`src/include/ptc_consts.svh`:
```
// Timing and field constants for the prescaled timer/counter
`ifndef PTC_CONSTS_SVH
`define PTC_CONSTS_SVH
`define PTC_CNT_W 32
`define PTC_PRE_W 4
`define PTC_CNT_RESET 32'h0000_0000
`define PTC_CLK_HZ 25000000
`define PTC_FAST_HZ 16000000
`define PTC_SLOW_HZ 1000000
// Prescaler at or above this value gives a tick of 1 MHz or less
`define PTC_SLOW_MIN_PRE 4'h4
// Phase accumulator modulus, chosen so both peripheral rates are exact
`define PTC_ACC_MOD 25
`define PTC_FAST_STEP 16
`define PTC_SLOW_STEP 1
`endif

```
`src/include/ptc_pkg.sv`:
```
// Types shared by the prescaled timer/counter files
package ptc_pkg;
	typedef enum logic {
		PTC_MODE_TIMER,
		PTC_MODE_COUNTER
	} ptc_mode_type;

	typedef struct packed {
		ptc_mode_type mode;
		logic [3:0] prescale;
	} ptc_cfg_type;
endpackage

```
`src/ptc_rate_gen.sv`:
```
// Fractional divider making one-cycle enables at a peripheral clock rate
`timescale 1ns/1ps
`include "ptc_consts.svh"
module ptc_rate_gen #(
	parameter logic [5:0] STEP = 6'h10
) (
	input wire logic clk_i,
	input wire logic rst_n_i,
	output logic tick_o
);
	logic [5:0] acc_r;
	logic [5:0] acc_nxt;
	logic tick_r;
	logic tick_nxt;

	// Add STEP each cycle; a wrap past the modulus is one period
	always_comb begin
		acc_nxt = acc_r + STEP;
		tick_nxt = 1'b0;
		if (acc_nxt >= 6'(`PTC_ACC_MOD)) begin
			acc_nxt = acc_nxt - 6'(`PTC_ACC_MOD);
			tick_nxt = 1'b1;
		end
	end

	always_ff @(posedge clk_i) begin
		if (!rst_n_i) begin
			acc_r <= 6'h00;
			tick_r <= 1'b0;
		end else begin
			acc_r <= acc_nxt;
			tick_r <= tick_nxt;
		end
	end

	assign tick_o = tick_r;
endmodule

```
`src/ptc_timer.sv`:
```
// Prescaled 32-bit timer/counter top level
`timescale 1ns/1ps
`include "ptc_consts.svh"
module ptc_timer (
	input wire logic clk_i,
	input wire logic rst_n_i,
	input wire ptc_pkg::ptc_cfg_type cfg_i,
	input wire logic start_i,
	input wire logic stop_i,
	input wire logic clear_i,
	input wire logic count_i,
	output logic [`PTC_CNT_W-1:0] count_o,
	output logic running_o,
	output logic tick_o,
	output logic slow_src_o
);
	logic fast_en;
	logic slow_en;
	logic slow_sel;
	logic src_en;
	logic [14:0] div_r;
	logic [14:0] div_nxt;
	logic [3:0] shift;
	logic tick;
	logic run_r;
	logic run_nxt;
	logic [`PTC_CNT_W-1:0] cnt_r;
	logic [`PTC_CNT_W-1:0] cnt_nxt;

	// Enables standing for the 16 MHz and 1 MHz peripheral clocks
	ptc_rate_gen #(.STEP(6'(`PTC_FAST_STEP))) u_fast (
		.clk_i(clk_i),
		.rst_n_i(rst_n_i),
		.tick_o(fast_en)
	);
	ptc_rate_gen #(.STEP(6'(`PTC_SLOW_STEP))) u_slow (
		.clk_i(clk_i),
		.rst_n_i(rst_n_i),
		.tick_o(slow_en)
	);

	// Slow source saves power; shift shrinks by four to keep the rate
	always_comb begin
		slow_sel = (cfg_i.prescale >= `PTC_SLOW_MIN_PRE);
		src_en = slow_sel ? slow_en : fast_en;
		shift = slow_sel ? (cfg_i.prescale - `PTC_SLOW_MIN_PRE)
			: cfg_i.prescale;
	end

	// Power-of-two divider; tick when low shift bits wrap to zero
	always_comb begin
		div_nxt = div_r;
		tick = 1'b0;
		if (run_r && cfg_i.mode == ptc_pkg::PTC_MODE_TIMER && src_en) begin
			div_nxt = div_r + 15'h0001;
			tick = ((div_nxt & ((15'h0001 << shift) - 15'h0001))
				== 15'h0000);
			if (tick) begin
				div_nxt = 15'h0000;
			end
		end
		if (clear_i || !run_r) begin
			div_nxt = 15'h0000;
		end
	end

	// Run state and counter; clear beats a same-cycle increment
	always_comb begin
		run_nxt = run_r;
		if (start_i) begin
			run_nxt = 1'b1;
		end
		if (stop_i) begin
			run_nxt = 1'b0;
		end
		cnt_nxt = cnt_r;
		case (cfg_i.mode)
			ptc_pkg::PTC_MODE_TIMER: begin
				if (tick) begin
					cnt_nxt = cnt_r + 32'h0000_0001;
				end
			end
			ptc_pkg::PTC_MODE_COUNTER: begin
				if (run_r && count_i) begin
					cnt_nxt = cnt_r + 32'h0000_0001;
				end
			end
			default: begin
				cnt_nxt = cnt_r;
			end
		endcase
		if (clear_i) begin
			cnt_nxt = `PTC_CNT_RESET;
		end
	end

	always_ff @(posedge clk_i) begin
		if (!rst_n_i) begin
			div_r <= 15'h0000;
			run_r <= 1'b0;
			cnt_r <= `PTC_CNT_RESET;
		end else begin
			div_r <= div_nxt;
			run_r <= run_nxt;
			cnt_r <= cnt_nxt;
		end
	end

	assign count_o = cnt_r;
	assign running_o = run_r;
	assign tick_o = tick;
	assign slow_src_o = slow_sel;

	// Helper: cycles since the last fast enable; it saturates rather
	// than wrapping, so a stalled enable can never pass for a healthy
	// one after 256 quiet cycles
	logic [7:0] gap_r;
	logic [7:0] gap_nxt;
	always_comb begin
		gap_nxt = gap_r;
		if (fast_en) begin
			gap_nxt = 8'h00;
		end else if (gap_r != 8'hff) begin
			gap_nxt = gap_r + 8'h01;
		end
	end

	always_ff @(posedge clk_i) begin
		if (!rst_n_i) begin
			gap_r <= 8'h00;
		end else begin
			gap_r <= gap_nxt;
		end
	end

	// One slow enable period in clock cycles
	localparam int SLOW_CYC = `PTC_ACC_MOD;
endmodule
```
`config.mk`:
```
export PLATFORM = sky130hd
export DESIGN_NAME = ptc_timer
export DESIGN_NICKNAME = d
export VERILOG_FILES = /design/src/include/ptc_pkg.sv /design/src/ptc_rate_gen.sv /design/src/ptc_timer.sv
export VERILOG_INCLUDE_DIRS = /design/src /design/src/include
export SDC_FILE = /design/constraint.sdc
export NUM_CORES = 1
export LEC_CHECK = 0
export ABC_AREA = 1
export BUFFER_PORTS_ARGS = -buffer_cell sky130_fd_sc_hd__buf_2
export CAP_MARGIN = 40
export CORE_UTILIZATION = 53
export DETAILED_ROUTE_END_ITERATION = 16
export GPL_ROUTABILITY_DRIVEN = 0
export MAX_ROUTING_LAYER = met4
export PLACE_DENSITY = 0.76
export SYNTH_ARGS = -nofsm -noshare
export SYNTH_HDL_FRONTEND = slang
export SYNTH_SLANG_ARGS = --single-unit
```
`constraint.sdc`:
```
create_clock -name clk_i -period 4 [get_ports clk_i]
set_clock_uncertainty 0.15 [all_clocks]
set_input_delay 1.2 -clock clk_i [delete_from_list [all_inputs] [get_ports clk_i]]
set_output_delay 1.2 -clock clk_i [all_outputs]
set_load 0.03 [all_outputs]
```
==> results by group, run 1 <==
Yosys
  • Flops & latches, synth: 62
  • Post-synthesis async set-or-reset flop share: 0%
  • Mapped Area: 3890 um^2
  • Number of synthesized flops with an enable pin: 0
  • Synth Instances: 585
  • Sequential area share after synthesis: 31.9%
  • Syn Nets: 604
  • Netlist cell types: 30
  • Ys flop type: dfxtp_1
  • Average cell area after synthesis: 6.65 um^2
  • Synthesis Warnings: 0

Placement
  • DP HPWL: 7110 um
  • Port bufs: 45
  • Placed cell area: 4270 um^2

STA
  • Final Worst Setup Slack: -17.6 ps
  • Slew margin rel.: 59.1%
  • Final period util: 100%
  • Post-layout min period: 4020 ps
  • Slew Viols, Final: 0
  • Hold slack: 319 ps
  • Sum Neg Setup Slack: -17.6 ps
  • Endpoints failing setup: 1
  • RSZ-0062 raised after global routing: yes
  • Slew @ Worst Pin: 611 ps
  • Final Hold Viols: 0
  • Fmax: 249 MHz

Final layout
  • Nets: 660
  • Diode count: 0
  • Area delta synth->final: 17.7%
  • Share of layout cells above drive strength 1: 18.6%
  • Design Area, Final: 4580 um^2

Critical path
  • Critical Path RT: 2650 ps
  • Crit path DAT: 2670 ps
  • Startpoint types: input port
  • CP max stage cell: ha_4
  • Worst-path cell chain: buf_6, nor2_4, nand2_2, ha_4, nor2_2, a21oi_2, nand2_1, nor2_1, nand3_1, nor2_4, nand3_4, inv_8, buf_6
  • Crit path kind: input port to output pin
  • Critical Path Sink Type: output pin
  • Worst-path fanout max: 3
  • CP max stage delay: 270 ps

CTS
  • Hold_buf cts: 0
  • CTS Buf Count: 9
  • Clock sink total: 62
  • Worst-path clk slew: 70 ps
  • Root buffer cell: clkbuf_8
  • CTS Buffer Depth: 2
  • CTS tree: done
  • Worst-Skew Late Latency: 350 ps
  • H-Tree Depth: 3

Global route
  • Largest net degree at the start of global routing: 36
  • First-pass GRT wire length: 15,800 um
  • Total grt overflow: 0
  • Antenna violations before repair: 0
  • Vias in the first global route: 3,496
  • Total track usage: 27.0%

Floorplan
  • Die W: 87.7 um
  • Die ar.: 7690 um^2
  • I/O pins: 46
  • CORE AREA: 6940 um^2
  • Initial core utilization: 56.1%
  • Rows: 30
  • Die Y: 87.7 um

Drt
  • Routed Antenna Nets: 0
  • Initial drt markers: 367
  • Routed len/inst: 13.0 um
  • Routed WL: 9620 um
  • DRC violations left: 0
  • Drt pass-1 iters: 5
  • DR vias: 4,069
  • Avg Vias per Cell: 5.48

Run status
  • Outcome: complete, but fails checks
  • Failing checks: negative setup slack

Run
  • MaxCap Viol Count: 0

Min path
  • HP Class: flip-flop to flip-flop

Power and ir drop
  • Max IR drop VDD: 0.256 mV
  • P per Cell Area: 327 nW/um^2
  • Leak pwr: 1.84 nW
  • Total Power: 1.50 mW
-- cell type report --
type,count,area (um^2)
multi-input cells,450,2390
fillers,643,2360
repair buffers,62,375
well taps,96,120
inverters,56,220
clock buffers,11,151
clock inverters,5,81.3
flip-flops and latches,62,1240
-- layout by cell type (no fill, tap or decap), drive strengths merged --
cell        n
inv        56
nand3b      1
and3        1
buf        62
dfxtp      62
nand4      16
o21ai      15
nor4        9
clkinv      2
nor3       17
o21bai      2
o211ai      2
nand2     151
bufinv      2
nor2       64
a21oi      56
nand3      70
clkbuf     11
xnor2      13
clkinvlp    1
xor2       25
ha          8
-- where the power goes --
group | total (mW) | internal, mW | switching (mW)
Clock | 0.641 | 0.385 | 0.256
Sequential | 0.662 | 0.647 | 0.0153
Combinational | 0.197 | 0.0709 | 0.126
Total | 1.50 | 1.10 | 0.398
-- registers in the layout, summed over array words and instances (netlist names) --
signal and count:
u_fast.tick_o 1, running_o 1, u_slow.tick_o 1, div_r 15, u_slow.acc_r 6, count_o 32
u_fast.acc_r 6
-- stage by stage --
| stage | utilization (%) | instances | setup slack [ps] |
|---|---|---|---|
| 2_1_floorplan | - | 585 | 16.8 |
| 6_report | 66.0 | 742 | -17.6 |
| 3_5_place_dp | 61.5 | 721 | -184 |
| 3_3_place_gp | 61.5 | 721 | -131 |
| 5_1_grt | 66.0 | 742 | -80.7 |
| 4_1_cts | 65.4 | 738 | 10.6 |
-- routing by layer --
metal | vias up | global-route usage, % | share of wire, %
met5 | - | - | 0
met4 | 0 | 8.05 | 1.1
met3 | 12 | 5.94 | 6.5
met2 | 143 | 40.5 | 45
met1 | 1874 | 36.3 | 48
li1 | 2040 | - | -
-- cells by family after synthesis --
group	synth area share, %
AOI/OAI and AO/OA	10.9
adders and majority gates	2.57
xor gates and xnor gates	8.55
buffers and inverters	7.78
DFF	31.9
and+or+nand+nor	38.3
-- what timing repair did --
item	in CTS	in global routing
setup endpoints to repair	1	1
gates resized for setup	10	4
pin swaps	9	8
setup buffers	1	4
-- cell usage after synthesis, types with 11 or more instances --
library cell  number  share of area [%]
o21ai_0           14                1.8
nor2_1            59                5.7
dfxtp_1           62                 32
nand2_2           11                1.8
xnor2_1           13                2.9
inv_1             55                5.3
nor3_1            16                2.1
nand2_1          139                 13
nand4_1           16                2.6
nand3_1           68                8.7
a21oi_1           46                5.9
xor2_1            25                5.6
-- critical path: cells and delay by family --
| kind | cells | cell delay (ps) |
|---|---|---|
| buffers and inverters | 3 | 290 |
| AOI/OAI and AO/OA | 1 | 90 |
| adders and majority gates | 1 | 270 |
| and+or+nand+nor | 8 | 820 |
-- path summary, 6_finish.rpt --
kind	endpoint	from	slack, ps	cells after the start
setup / recovery	tick_o	cfg_i[1]	-20	13
hold / removal	u_fast.acc_r[4]	u_fast.acc_r[4]	320	1
setup reg to reg	count_o[1]	div_r[1]	1100	16
hold reg to reg	u_fast.acc_r[4]	u_fast.acc_r[4]	320	1
No activity file was read; power rests on OpenSTA's default activity.
==> inputs of run 2 (changes only) <==
--- a/config.mk
+++ b/config.mk
@@ -12,6 +12,7 @@
 export CORE_UTILIZATION = 53
 export DETAILED_ROUTE_END_ITERATION = 16
 export GPL_ROUTABILITY_DRIVEN = 0
+export GPL_TIMING_DRIVEN = 0
 export MAX_ROUTING_LAYER = met4
 export PLACE_DENSITY = 0.76
 export SYNTH_ARGS = -nofsm -noshare
==> results by group, run 2 (same netlist as run 1, synthesis figures left out) <==
Run status
  • Outcome: complete, but fails checks (unchanged)
  • Failing checks: negative setup slack (unchanged)

Run
  • MaxCap Viol Count: 0 (unchanged)

CTS
  • CTS Buf Count: 9 (unchanged)
  • H-Tree Depth: 3 (unchanged)
  • Worst-Skew Late Latency: 340 ps (was 350 ps)
  • CTS Buffer Depth: 2 (unchanged)
  • Root buffer cell: clkbuf_8 (unchanged)
  • Worst-path clk slew: 80 ps (was 70 ps)
  • Clock sink total: 62 (unchanged)
  • CTS tree: done (unchanged)

Final layout
  • Design Area, Final: 4630 um^2 (was 4580 um^2)
  • Area of the multi-input gates: 2400 um^2 (was 2390 um^2)
  • Area delta synth->final: 18.8% (was 17.7%)
  • Register area: 1240 um^2 (unchanged)
  • Diode count: 0 (unchanged)
  • Final cell count without fillers: 750 (was 742)
  • Max reg flops: 32 (unchanged)
  • Nets: 668 (was 660)
  • Most common cell after layout, fill and taps aside: nand2_1 (unchanged)
  • Most frequent cells in the layout: 136 x nand2_1, 68 x nand3_1, 62 x dfxtp_1, 56 x nor2_1, 52 x inv_1 (was 136 x nand2_1, 68 x nand3_1, 62 x dfxtp_1, 56 x nor2_1, 53 x inv_1)
  • Fillers: 640 (was 643)
  • Share of layout cells above drive strength 1: 18.3% (was 18.6%)
  • Layout Utilization: 66.6% (was 66.0%)

Drt
  • Met3 Routed Length: 598 um (was 624 um)
  • Met1 WL: 4620 um (was 4600 um)
  • Met2 wire length: 4610 um (was 4290 um)
  • Avg Vias per Cell: 5.41 (was 5.48)
  • Top layer in use: met4 (unchanged)
  • DRC violations left: 0 (unchanged)
  • Routed len/inst: 13.3 um (was 13.0 um)
  • Routed Antenna Nets: 0 (unchanged)
  • Drt pass-1 iters: 5 (unchanged)
  • DR vias: 4,060 (was 4,069)
  • Routed WL: 9940 um (was 9620 um)
  • Initial drt markers: 321 (was 367)

Global route
  • Vias in the first global route: 3,610 (was 3,496)
  • Total track usage: 28.3% (was 27.0%)
  • Total grt overflow: 0 (unchanged)
  • Largest net degree at the start of global routing: 13 (was 36)
  • Antenna violations before repair: 0 (unchanged)
  • First-pass GRT wire length: 16,600 um (was 15,800 um)

Critical path
  • Startpoint types: input port (unchanged)
  • RR Startpoint: div_r[0] (was div_r[1])
  • R2R cell count: 15 (was 16)
  • Worst reg2reg setup slack: 1280 ps (was 1100 ps)
  • Worst-path fanout max: 3 (unchanged)
  • Crit path DAT: 2710 ps (was 2670 ps)
  • Critical Path Sink Type: output pin (unchanged)
  • Critical Path RT: 2650 ps (about the same)
  • R2R Path End: count_o[2] (was count_o[1])
  • Crit path kind: input port to output pin (unchanged)

Min path
  • Hold Path Depth: 1 (unchanged)
  • Hold Crit Endpoint: u_fast.acc_r[4] (unchanged)
  • Hold_sp: u_fast.acc_r[4] (unchanged)
  • HP Class: flip-flop to flip-flop (unchanged)

Placement
  • Worst Setup Slack post-DPL: -479 ps (was -184 ps)
  • Placed Cells: 725 (was 721)
  • DP HPWL: 7270 um (was 7110 um)
  • Placed cell area: 4280 um^2 (was 4270 um^2)
  • Port bufs: 44 (was 45)

STA
  • Final Hold Viols: 0 (unchanged)
  • Slew @ Worst Pin: 691 ps (was 611 ps)
  • Slew margin rel.: 53.9% (was 59.1%)
  • Post-layout min period: 4060 ps (was 4020 ps)
  • Sum Neg Setup Slack: -55.1 ps (was -17.6 ps)
  • Slew Viols, Final: 0 (unchanged)
  • Fmax: 247 MHz (was 249 MHz)
  • RSZ-0062 raised after global routing: yes (unchanged)
  • Final period util: 101% (was 100%)
  • Final Worst Setup Slack: -55.1 ps (was -17.6 ps)
  • Endpoints failing setup: 1 (unchanged)

Floorplan
  • I/O pins: 46 (unchanged)
  • Initial core utilization: 56.1% (unchanged)
  • Rows: 30 (unchanged)
  • Die W: 87.7 um (unchanged)
  • Die Y: 87.7 um (unchanged)
  • CORE AREA: 6940 um^2 (unchanged)
  • Die ar.: 7690 um^2 (unchanged)

Power and ir drop
  • Leak pwr: 1.85 nW (was 1.84 nW)
  • P per Cell Area: 321 nW/um^2 (was 327 nW/um^2)
  • Max IR drop VDD: 0.294 mV (was 0.256 mV)
==> run 2: changes by cell type in the layout (fill, tap and decap cells not counted), sizes merged <==
| cell | before | now |
|---|---|---|
| inv | 56 | 57 |
| buf | 62 | 61 |
| clkinvlp | 1 | 2 |
| clkbuf | 11 | 18 |
==> run 2: where the power goes <==
part	internal [mW]	switching (mW)
clock network	0.353	0.269
registers	0.647	0.0159
logic	0.0711	0.129
total	1.07	0.414
==> run 2: area by class of cell <==
cell class                 count  area share (%)
buffer                        16            2.03
clock buffer                   9            2.68
clock inverter                 7            2.11
inverter                      56            4.92
multi-input combinational    450            51.9
sequential                    62            26.8
tap                           96            2.60
timing repair buffer          54            6.98
==> run 2: metal layers <==
metal	up-vias	GRT usage (%)
li1	2055	-
met2	132	44.7
met4	0	7.15
met1	1861	36.8
met3	12	6.03
met5	-	-
==> run 2: worst max-delay path by stage <==
stage,from,to,slack [ps]
after floorplan,cfg_i[1],tick_o,20
after global placement,cfg_i[0],tick_o,-450
after detailed placement,cfg_i[0],tick_o,-480
after CTS,cfg_i[0],tick_o,-50
after global routing,cfg_i[0],tick_o,-140
final,cfg_i[0],tick_o,-60
==> run 2: worst max-delay path: stages <==
cell,delay [ps]
buf_12,110
nor2_4,130
nand2_4,70
ha_4,260
nor2_2,30
a21oi_2,90
nand2_1,60
nor2_1,120
nand3_1,130
nor2_4,170
nand3_4,130
inv_8,70
buf_6,120
==> run 2: repair_timing <==
item	4_1_cts	5_1_grt
setup buffers	6	4
endpoints found under the setup margin	1	1
hold buffers	0	0
resized for setup	14	7
pin swaps	9	8
==> run 2: through the flow <==
step	total power, mW	hold slack, ps
after global placement	0.854	288
after detailed placement	0.864	296
after global routing	1.55	355
final	1.48	325
after CTS	1.49	308
after floorplan	0.818	272
